[src/mrr_pkg.sv]
// constants and helpers for the monitor result registers
// assumes one 20 MHz clock domain and a register port behind the serial bus
package mrr_pkg;
    // --------------------------------------------------------------
    // register offsets
    // --------------------------------------------------------------
    localparam logic [7:0] MRR_OFS_BUS = 8'h05;
    localparam logic [7:0] MRR_OFS_POWER = 8'h06;
    localparam logic [7:0] MRR_OFS_CURRENT = 8'h07;
    localparam logic [7:0] MRR_OFS_LOCAL = 8'h08;
    localparam logic [7:0] MRR_OFS_REMOTE1 = 8'h09;
    localparam logic [7:0] MRR_OFS_REMOTE2 = 8'h0A;
    localparam logic [7:0] MRR_OFS_REMOTE3 = 8'h0B;
    localparam logic [7:0] MRR_OFS_SHUNT_UPPER = 8'h0C;
    // --------------------------------------------------------------
    // field layout and reset values
    // --------------------------------------------------------------
    localparam int MRR_CODE_LSB = 3;
    localparam int MRR_SUPPLY_BIT = 1;
    localparam int MRR_OPEN_BIT = 0;
    localparam logic [15:0] MRR_RESET_WORD = 16'h0000;
    localparam logic [12:0] MRR_BUS_FS_32V = 13'h1F40;
    localparam logic [12:0] MRR_BUS_FS_16V = 13'h0FA0;
    localparam logic [15:0] MRR_LIMIT_POS_FS = 16'h7D00;
    localparam logic [15:0] MRR_LIMIT_NEG_FS = 16'h8300;
    localparam logic [15:0] MRR_CAL_USED_MASK = 16'hFFFE;
    // --------------------------------------------------------------
    // arithmetic constants
    // --------------------------------------------------------------
    localparam int MRR_CURRENT_SHIFT = 12;
    localparam logic [31:0] MRR_POWER_DIVISOR = 32'h0000_1388;
    localparam logic [1:0] MRR_CH_LOCAL = 2'h0;
    localparam logic [1:0] MRR_CH_THIRD = 2'h3;

    typedef enum logic [1:0] {
        MRR_IDLE = 2'b00,
        MRR_POWER = 2'b01
    } mrr_arith_state_t;

    // clamp a signed value onto 16 signed bits
    function automatic logic [15:0] mrr_sat_s16(input logic signed [32:0] v);
        if (v > 33'sh0_0000_7FFF) begin
            return 16'h7FFF;
        end else if (v < -33'sh0_0000_8000) begin
            return 16'h8000;
        end
        return v[15:0];
    endfunction

    // clamp an unsigned value onto 16 bits
    function automatic logic [15:0] mrr_sat_u16(input logic [31:0] v);
        if (v > 32'h0000_FFFF) begin
            return 16'hFFFF;
        end
        return v[15:0];
    endfunction
endpackage

[src/mrr_arith.sv]
// current and power computation from shunt reading and calibration
// assumes shunt_valid comes from converter logic on the same clock
`timescale 1ns/1ns
`default_nettype none
module mrr_arith (
    // clock and reset
    input wire logic sys_clk,
    input wire logic rstn,
    // measurement inputs
    input wire logic shunt_valid,
    input wire logic [15:0] shunt_code,
    input wire logic [15:0] calibration,
    input wire logic [12:0] bus_code,
    // results
    output logic result_valid,
    output logic [15:0] current_word,
    output logic [15:0] power_word
);
    import mrr_pkg::*;

    typedef struct packed {
        mrr_arith_state_t st;
        logic valid;
        logic [15:0] cur;
        logic [15:0] pow;
    } mrr_arith_reg_t;

    mrr_arith_reg_t s_q, s_d;
    logic signed [32:0] prod_c;
    logic [15:0] mag_c;
    logic [31:0] prod_p;

    always_comb begin
        s_d = s_q;
        s_d.valid = 1'b0;
        // --------------------------------------------------------------
        // current = shunt * calibration / 4096, bit 0 of cal unused
        // --------------------------------------------------------------
        prod_c = $signed(shunt_code) * $signed({1'b0, calibration & MRR_CAL_USED_MASK});
        // --------------------------------------------------------------
        // power = |current| * bus / 5000
        // --------------------------------------------------------------
        mag_c = s_q.cur[15] ? 16'(-s_q.cur) : s_q.cur;
        prod_p = 32'(mag_c) * 32'(bus_code);
        unique case (s_q.st)
            MRR_IDLE: begin
                if (shunt_valid) begin
                    s_d.cur = mrr_sat_s16(prod_c >>> MRR_CURRENT_SHIFT);
                    s_d.st = MRR_POWER;
                end
            end
            MRR_POWER: begin
                s_d.pow = mrr_sat_u16(prod_p / MRR_POWER_DIVISOR);
                s_d.valid = 1'b1;
                s_d.st = MRR_IDLE;
            end
            default: begin
                s_d.st = MRR_IDLE;
            end
        endcase
    end

    always_ff @(posedge sys_clk or negedge rstn) begin
        if (!rstn) begin
            s_q <= '{st: MRR_IDLE, valid: 1'b0, cur: MRR_RESET_WORD, pow: MRR_RESET_WORD};
        end else begin
            s_q <= s_d;
        end
    end

    assign result_valid = s_q.valid;
    assign current_word = s_q.cur;
    assign power_word = s_q.pow;
endmodule
`default_nettype wire

[src/mrr_temp.sv]
// temperature conversion tracking and result word forming
// assumes supply and diode status arrive as asynchronous pins
`timescale 1ns/1ns
`default_nettype none
module mrr_temp #(
    parameter bit HAS_CH3 = 1'b1
) (
    // clock and reset
    input wire logic sys_clk,
    input wire logic rstn,
    // conversion control
    input wire logic conv_req,
    input wire logic [1:0] conv_chan,
    input wire logic conv_done,
    input wire logic [12:0] conv_code,
    output logic conv_go,
    // analog status pins
    input wire logic supply_ok_pin,
    input wire logic diode_open_pin,
    // result
    output logic commit,
    output logic [1:0] commit_chan,
    output logic [15:0] commit_word
);
    import mrr_pkg::*;

    typedef struct packed {
        logic sup_s1;
        logic sup_s2;
        logic dio_s1;
        logic dio_s2;
        logic active;
        logic [1:0] chan;
        logic drop;
        logic open;
        logic commit;
        logic [15:0] word;
    } mrr_temp_reg_t;

    mrr_temp_reg_t s_q, s_d;
    logic chan_ok;

    assign chan_ok = HAS_CH3 || (conv_chan != MRR_CH_THIRD);
    assign conv_go = conv_req && s_q.sup_s2 && !s_q.active && chan_ok;

    always_comb begin
        s_d = s_q;
        s_d.sup_s1 = supply_ok_pin;
        s_d.sup_s2 = s_q.sup_s1;
        s_d.dio_s1 = diode_open_pin;
        s_d.dio_s2 = s_q.dio_s1;
        s_d.commit = 1'b0;
        if (conv_go) begin
            s_d.active = 1'b1;
            s_d.chan = conv_chan;
            s_d.drop = 1'b0;
            s_d.open = 1'b0;
        end else if (s_q.active) begin
            s_d.drop = s_q.drop || !s_q.sup_s2;
            s_d.open = s_q.open || s_q.dio_s2;
            if (conv_done) begin
                s_d.active = 1'b0;
                s_d.commit = 1'b1;
                s_d.word = MRR_RESET_WORD;
                s_d.word[15:MRR_CODE_LSB] = conv_code;
                s_d.word[MRR_SUPPLY_BIT] = s_q.drop || !s_q.sup_s2;
                s_d.word[MRR_OPEN_BIT] = (s_q.chan != MRR_CH_LOCAL)
                    && (s_q.open || s_q.dio_s2);
            end
        end
    end

    always_ff @(posedge sys_clk or negedge rstn) begin
        if (!rstn) begin
            s_q <= '0;
        end else begin
            s_q <= s_d;
        end
    end

    assign commit = s_q.commit;
    assign commit_chan = s_q.chan;
    assign commit_word = s_q.word;
endmodule
`default_nettype wire

[src/mrr_top.sv]
// result and limit registers of the supply and temperature monitor
// assumes the serial bus front end presents a word-wide register port
`timescale 1ns/1ns
`default_nettype none
module mrr_top #(
    parameter bit HAS_CH3 = 1'b1
) (
    // clock and reset
    input wire logic sys_clk,
    input wire logic rstn,
    // register port
    input wire logic [7:0] reg_addr,
    input wire logic reg_wr,
    input wire logic [15:0] reg_wdata,
    output logic [15:0] reg_rdata,
    // bus voltage converter
    input wire logic bus_valid,
    input wire logic [12:0] bus_voltage_bits,
    input wire logic range_16v,
    // shunt converter and calibration
    input wire logic shunt_valid,
    input wire logic [15:0] shunt_code,
    input wire logic [15:0] calibration,
    // temperature converter
    input wire logic temp_conv_req,
    input wire logic [1:0] temp_conv_chan,
    output logic temp_conv_go,
    input wire logic temp_conv_done,
    input wire logic [12:0] temp_conv_code,
    input wire logic supply_ok_pin,
    input wire logic diode_open_pin,
    // limit out to the comparators
    output logic [15:0] shunt_upper_limit_bits
);
    import mrr_pkg::*;

    typedef struct packed {
        logic [15:0] bus;
        logic [15:0] power;
        logic [15:0] current;
        logic [3:0][15:0] temp;
        logic [15:0] limit;
        logic [15:0] rdata;
    } mrr_top_reg_t;

    mrr_top_reg_t s_q, s_d;
    logic ar_valid;
    logic [15:0] ar_current;
    logic [15:0] ar_power;
    logic t_commit;
    logic [1:0] t_chan;
    logic [15:0] t_word;

    // --------------------------------------------------------------
    // arithmetic and temperature units
    // --------------------------------------------------------------
    mrr_arith u_arith (
        .sys_clk(sys_clk),
        .rstn(rstn),
        .shunt_valid(shunt_valid),
        .shunt_code(shunt_code),
        .calibration(calibration),
        .bus_code(s_q.bus[15:MRR_CODE_LSB]),
        .result_valid(ar_valid),
        .current_word(ar_current),
        .power_word(ar_power)
    );

    mrr_temp #(
        .HAS_CH3(HAS_CH3)
    ) u_temp (
        .sys_clk(sys_clk),
        .rstn(rstn),
        .conv_req(temp_conv_req),
        .conv_chan(temp_conv_chan),
        .conv_done(temp_conv_done),
        .conv_code(temp_conv_code),
        .conv_go(temp_conv_go),
        .supply_ok_pin(supply_ok_pin),
        .diode_open_pin(diode_open_pin),
        .commit(t_commit),
        .commit_chan(t_chan),
        .commit_word(t_word)
    );

    // --------------------------------------------------------------
    // register update and read mux
    // --------------------------------------------------------------
    always_comb begin
        s_d = s_q;
        if (bus_valid) begin
            s_d.bus = MRR_RESET_WORD;
            if (range_16v) begin
                s_d.bus[14:MRR_CODE_LSB] = bus_voltage_bits[11:0];
            end else begin
                s_d.bus[15:MRR_CODE_LSB] = bus_voltage_bits;
            end
        end
        if (ar_valid) begin
            s_d.current = ar_current;
            s_d.power = ar_power;
        end
        if (t_commit) begin
            s_d.temp[t_chan] = t_word;
        end
        if (reg_wr && reg_addr == MRR_OFS_SHUNT_UPPER) begin
            s_d.limit = reg_wdata;
        end
        unique case (reg_addr)
            MRR_OFS_BUS: s_d.rdata = s_q.bus;
            MRR_OFS_POWER: s_d.rdata = s_q.power;
            MRR_OFS_CURRENT: s_d.rdata = s_q.current;
            MRR_OFS_LOCAL: s_d.rdata = s_q.temp[0];
            MRR_OFS_REMOTE1: s_d.rdata = s_q.temp[1];
            MRR_OFS_REMOTE2: s_d.rdata = s_q.temp[2];
            MRR_OFS_REMOTE3: s_d.rdata = HAS_CH3 ? s_q.temp[3] : MRR_RESET_WORD;
            MRR_OFS_SHUNT_UPPER: s_d.rdata = s_q.limit;
            default: s_d.rdata = MRR_RESET_WORD;
        endcase
    end

    always_ff @(posedge sys_clk or negedge rstn) begin
        if (!rstn) begin
            s_q <= '0;
        end else begin
            s_q <= s_d;
        end
    end

    assign reg_rdata = s_q.rdata;
    assign shunt_upper_limit_bits = s_q.limit;
endmodule
`default_nettype wire

[config.mk]
export PLATFORM = sky130hd
export DESIGN_NAME = mrr_top
export DESIGN_NICKNAME = d
export VERILOG_FILES = /design/src/mrr_pkg.sv /design/src/mrr_arith.sv /design/src/mrr_temp.sv /design/src/mrr_top.sv
export SDC_FILE = /design/constraint.sdc
export NUM_CORES = 2
export LEC_CHECK = 0
export ABC_AREA = 0
export BUFFER_PORTS_ARGS = -buffer_cell sky130_fd_sc_hd__buf_2
export CORE_ASPECT_RATIO = 1.2
export CORE_MARGIN = 4
export CORE_UTILIZATION = 30
export DETAILED_ROUTE_END_ITERATION = 10
export MAX_ROUTING_LAYER = met4
export PLACE_DENSITY_LB_ADDON = 0.3
export SYNTH_ARGS = -nofsm -noshare
export SYNTH_HDL_FRONTEND = slang
export SYNTH_SLANG_ARGS = --single-unit
[constraint.sdc]
create_clock -name sys_clk -period 25.1 [get_ports sys_clk]
set_clock_uncertainty 0.15 [all_clocks]
set_input_delay 6.275 -clock sys_clk [delete_from_list [all_inputs] [get_ports sys_clk]]
set_output_delay 6.275 -clock sys_clk [all_outputs]
set_load 0.01 [all_outputs]
# Yosys cells after proc, flatten, opt, wreduce, memory -nomap -nowiden
# Cells that the tools add are included.
# word_totals
regBits	201
inputBits	94
output_inout_bits	33
# classes
addsub	1
n_mul	2
div	1
n_lt_le_gt_ge	5
eq_ne	10
mux	27
n_bitwise	1
reduce_logical	14
# op_table
operator	n
one-hot mux 16 bit (8 select lines)	1
two-way mux 16 bit	7
bitwise mux 64 bit	1
equality test 8 x 4 -> 1 bit, second input constant	5
two-way mux 17 bit	2
demux 16 bit (select 2 bit)	1
divider 29 x 13 -> 32 bit, second input constant	1
> comparator 32 x 16 -> 1 bit, second input constant	1
multiplier 16 x 16 -> 32 bit	1
multiplier 16 x 13 -> 29 bit	1
equality test 8 x 3 -> 1 bit, second input constant	3
> comparator 21 x 16 -> 1 bit, second input constant	1
< comparator 21 x 16 -> 1 bit, second input constant	1
two-way mux 19 bit	1
negator 16 bit	1
two-way mux 1 bit	11
two-way mux 2 bit	3
logical AND 1 bit	5
nonzero test 2 bit	2
< comparator 2 x 3 -> 1 bit, second input constant	1
AND reduction 3 bit	1
equality test 2 x 1 -> 1 bit, second input constant	1
>= comparator 2 x 1 -> 1 bit, second input constant	1
logical NOT 1 bit	2
other kinds (5)	6

# Logic depth before layout (Yosys ltp)
# depth
depth_word	8
depth_mapped	86

# Modules after synthesis
# Synthesis repeated with hierarchy kept, for this count alone.
# hier_totals
cells_unflattened	3460
hier_area_um2	31452.7
# modules_own_cells
mod	n_inst	cells_each	area_each_um2
mrr_arith	1	2937	24056.8
mrr_top	1	447	6311.1
mrr_temp	1	76	1084.8

# Least setup slack after synthesis
# No wires, ideal clock.
# synth_path
kind	flip-flop to flip-flop
from	register u_arith.s_q (netlist bit u_arith.current_word[3])
to	register u_arith.s_q (netlist bit u_arith.power_word[0])
setup_time_ns	0.140
arrival_ns	19.135
path_slack_ns	5.675
stages_incl_launch_ff	75
path_buffers	5
period_less_slack_ns	19.425
cell_sequence	dfrtp_1 -> or4_1 -> nor4_1 -> nand2b_1 -> or2_2 -> or3_1 -> nor4b_1 -> clkbuf_1 -> nand2_1 -> fa_1 -> inv_1 -> fa_1 -> fa_1 -> fa_1 -> inv_1 -> fa_1 -> inv_1 -> ha_1 -> [... 39 more ...] -> nand4_1 -> a221o_1 -> a31oi_2 -> o21a_2 -> xnor2_2 -> a2111oi_4 -> a21boi_2 -> or4_1 -> o211a_2 -> o21a_4 -> o21ai_4 -> nor2_1 -> a2111o_1 -> a31oi_1 -> o21bai_1 -> mux2_1 -> o211ai_1 -> a311oi_2
# synth_between
elab_chain_cells	8
# synth_lines
element	line_no	text
from (decl)	mrr_arith.sv:28	mrr_arith_reg_t s_q, s_d;
from (signal assigned)	mrr_arith.sv:65	s_q <= '{st: MRR_IDLE, valid: 1'b0, cur: MRR_RESET_WORD, pow: MRR_RESET_WORD};
negator 16 bit	mrr_arith.sv:43	mag_c = s_q.cur[15] ? 16'(-s_q.cur) : s_q.cur;
two-way mux 16 bit (*)	mrr_arith.sv:43	
multiplier 16 x 13 -> 29 bit (*)	mrr_arith.sv:44	prod_p = 32'(mag_c) * 32'(bus_code);
divider 29 x 13 -> 32 bit (*)	mrr_arith.sv:53	s_d.pow = mrr_sat_u16(prod_p / MRR_POWER_DIVISOR);
> comparator 32 x 16 -> 1 bit	mrr_pkg.sv:52	if (v > 32'h0000_FFFF) begin
two-way mux 1 bit	mrr_pkg.sv:52	
two-way mux 1 bit	mrr_arith.sv:45	unique case (s_q.st)
two-way mux 16 bit (*)	mrr_pkg.sv:55	return v[15:0];
# Every way passes the cells marked *; elsewhere a longest branch is shown, timed or not. The select of a mux whose other input is x is not followed.
# A chain may end at the register's enable or synchronous reset.

# Final worst setup path
# Same ends and word-level chain as after synthesis.

==> results.cfg <==
[run_status]
status = finished clean

[global_route]
overflow = 0
grt_util_met1 = 0.197
grt_max_degree = 70
use_met2 = 0.255
grt.met3_usage = 0.0111
grt_use_total = 0.149
grt_pass1_wl_microns = 131000
top_usage_layer = met2
first_global_vias = 24900
antenna_found_initial = 0

[flow_run]
drv_cap = 0

[layout]
antenna_cells = 0
final_nets = 4121
multi_input_area_sq_um = 23500
area_delta_synth_final_pct = 8.01
nFillCells = 10900
drive_above_1_share = 0.133
ff_latch_area_sq_um = 4900

[synth]
yosysTopAreaCellShare = 0.257
ys_ff_latch = 196
synth_mux_area_frac = 0.0709
netlist_instances = 3468
synth_xor_area_frac = 0.0383
synthAdderAreaFrac = 0.321
syn_area_sq_um = 31100
synth_top_family_by_area = adder cells
yosys_warnings = 0
dominantRegCellSynth = dfrtp_1
synthTopCellsByArea = fa_1, dfrtp_1, inv_1
ys_seq_area_frac = 0.158
synth-simple-area-share = 0.164
async_flop_share = 1.00
yosys.area.top_type = fa_1
synth.distinct_cells = 133
synth_compound_area_frac = 0.157
yosys-top-cells-count = inv_1, fa_1, nand2_1
syn_avg_cell_area_sq_um = 8.98
synth_most_common_cell = inv_1
synth_edf_count = 0
synth_nets = 4115

[detailed_routing]
drt_wl_total_microns = 78800
vias = 24400
ant_nets = 0
drc = 0
drtIter0Drc = 1375
viasPerCell = 5.02
wire_per_inst_microns = 16.2
drtPass1Iterations = 6

[setup_path]
worstSetupStartpointType = flip-flop
crit_slowest_cell = a2111oi_0
timing.rr.end = u_arith.power_word[0]$_DFFE_PN0P_
r2r_cells = 72
cp-end-kind = flip-flop
worstPathRequired_ps = 25260
reg2reg_from = u_arith.current_word[3]$_DFFE_PN0P_
reg2reg_slack_ps = 1760
critical_path_peak_fanout = 15
worstSetupPathType = flip-flop to flip-flop
max_stage_delay_ps = 700
cp_common_cell = fa_1
crit_arrival_ps = 23510

[floorplan]
die_x_microns = 302
rows = 129
boundaryPins = 127
initial_core_util = 0.302
die_y_microns = 361
die_area_sq_um = 109000
core-area_sq_um = 103000

[placement]
post-dp-hpwl_microns = 63800
post-place-ws_ps = 1750
place.gp.congestion = 0.845
io_buffers = 125

[clock_network]
clockBufferDepth = 2
postCtsSetupBuffers = 0
insertion_delay_ps = 460
clkSlewWorstSetupHoldPaths_ps = 80
cts.sinks = 196
clockRootBuffer = clkbuf_16
cts_tree = done
postCtsHoldBufs = 0
cts_resized = 0
htreeDepth = 4
numCtsBuffers = 17

[timing]
setup_slack_ps = 1760
hold_viol_final = 0
rsz0062_at_grt = no
fmax_mhz = 42.8
worstMarginPinSlew_ps = 1080
fin_tns_setup_ps = 0
period_needed_ps = 23340
drv_slew = 0
finalCritPeriodShare = 0.930
slew_headroom = 0.278
setup_viol = 0

[worst_hold_path]
hold-path-cell-count = 0
min_path_type = flip-flop to flip-flop
worstHoldStart = u_temp.s_d[22]$_DFF_PN0_
holdPathEnd = u_temp.s_q[22]$_DFF_PN0_
-- cells by family (layout without fill, tap and decap cells) --
kind of cell,after synthesis,count (layout)
XOR/XNOR,127,127
AND/OR/NAND/NOR,1020,1020
buffers and inverters,702,721
adder cells (fa/ha/maj),562,562
AO/OA/AOI/OAI,664,664
multiplexers,197,197
flip-flops,196,196
-- flip-flops by register name, indices dropped and copies added (netlist names), 2 cells and up --
name                    cells
reg_rdata                  16
s_q                       105
shunt_upper_limit_bits     16
u_arith.current_word       16
u_arith.power_word         16
u_temp.commit_chan          2
u_temp.commit_word         15
u_temp.s_d                  2
u_temp.s_q                  5
-- layout make-up --
class / count / share of cell area
Multi-Input combinational cell: 2570 / 0.698
Clock inverter: 15 / 0.00603
Clock buffer: 17 / 0.0127
Sequential cell: 196 / 0.146
Inverter: 520 / 0.0581
Timing Repair Buffer: 169 / 0.0287
Tap cell: 1375 / 0.0512
-- critical path: cells and delay by family (launching register included) --
kind	cells	cell delay, ps
adders and majority gates	6	3150
xor gates and xnor gates	2	350
AOI/OAI and AO/OA	40	13160
buffers and inverters	5	680
muxes	2	540
and+or+nand+nor	17	4670
DFF	1	470
-- metal layers --
metal	wire [microns]	up-vias
met5	0	-
met4	659	0
met3	2090	50
met2	40000	354
met1	36100	12500
li1	-	11500
-- through the flow --
step                      instance area [sq um]  hold WS [ps]  utilization  instances
after global placement                    33000           189        0.320       4830
after floorplan                           31100           181            -       3468
after global routing                      33600           231        0.326       4862
after CTS                                 33600           214        0.326       4862
after detailed placement                  33000           195        0.320       4830
final                                     33600           213        0.326       4862
-- cell usage in the layout, fill, tap and decap left out, types with 10 or more instances in the layout --
cell type  instances
fa_1             399
o211ai_1          21
xor2_1            32
nand4_1           23
o22a_1            11
o21ai_0           93
o31ai_1           10
buf_2            124
o31a_1            10
and3_1            12
o21ai_1           30
inv_1            520
a211o_1           11
buf_4             44
nor2_1           151
nand2b_1          15
mux2i_1           33
a21o_1            30
a21oi_1          137
ha_1             154
xnor2_1           86
a211oi_1          29
a22oi_1           35
a22o_1            14
nor3_1            38
mux2_2           157
o21a_1            19
dfrtp_1          196
nand2_1          384
a221oi_1          11
a31oi_1           30
nor2b_1           23
nand3_1           34
or3_1             19
nor4_1            10
clkbuf_16         17
o22ai_1           16
and2_1           244
-- worst max-delay path by stage --
| stage | from | end | depth (start not counted) |
|---|---|---|---|
| floorplan | u_arith.current_word[3]$_DFFE_PN0P_ | u_arith.power_word[0]$_DFFE_PN0P_ | 74 |
| global placement | u_arith.current_word[3]$_DFFE_PN0P_ | u_arith.power_word[0]$_DFFE_PN0P_ | 73 |
| detailed placement | u_arith.current_word[3]$_DFFE_PN0P_ | u_arith.power_word[0]$_DFFE_PN0P_ | 72 |
| CTS | u_arith.current_word[3]$_DFFE_PN0P_ | u_arith.power_word[0]$_DFFE_PN0P_ | 72 |
| global route | u_arith.current_word[3]$_DFFE_PN0P_ | u_arith.power_word[0]$_DFFE_PN0P_ | 73 |
| finish | u_arith.current_word[3]$_DFFE_PN0P_ | u_arith.power_word[0]$_DFFE_PN0P_ | 72 |
Power is not shown: default switching activity piles up to over one toggle a cycle in this logic, so the estimate is an artifact.
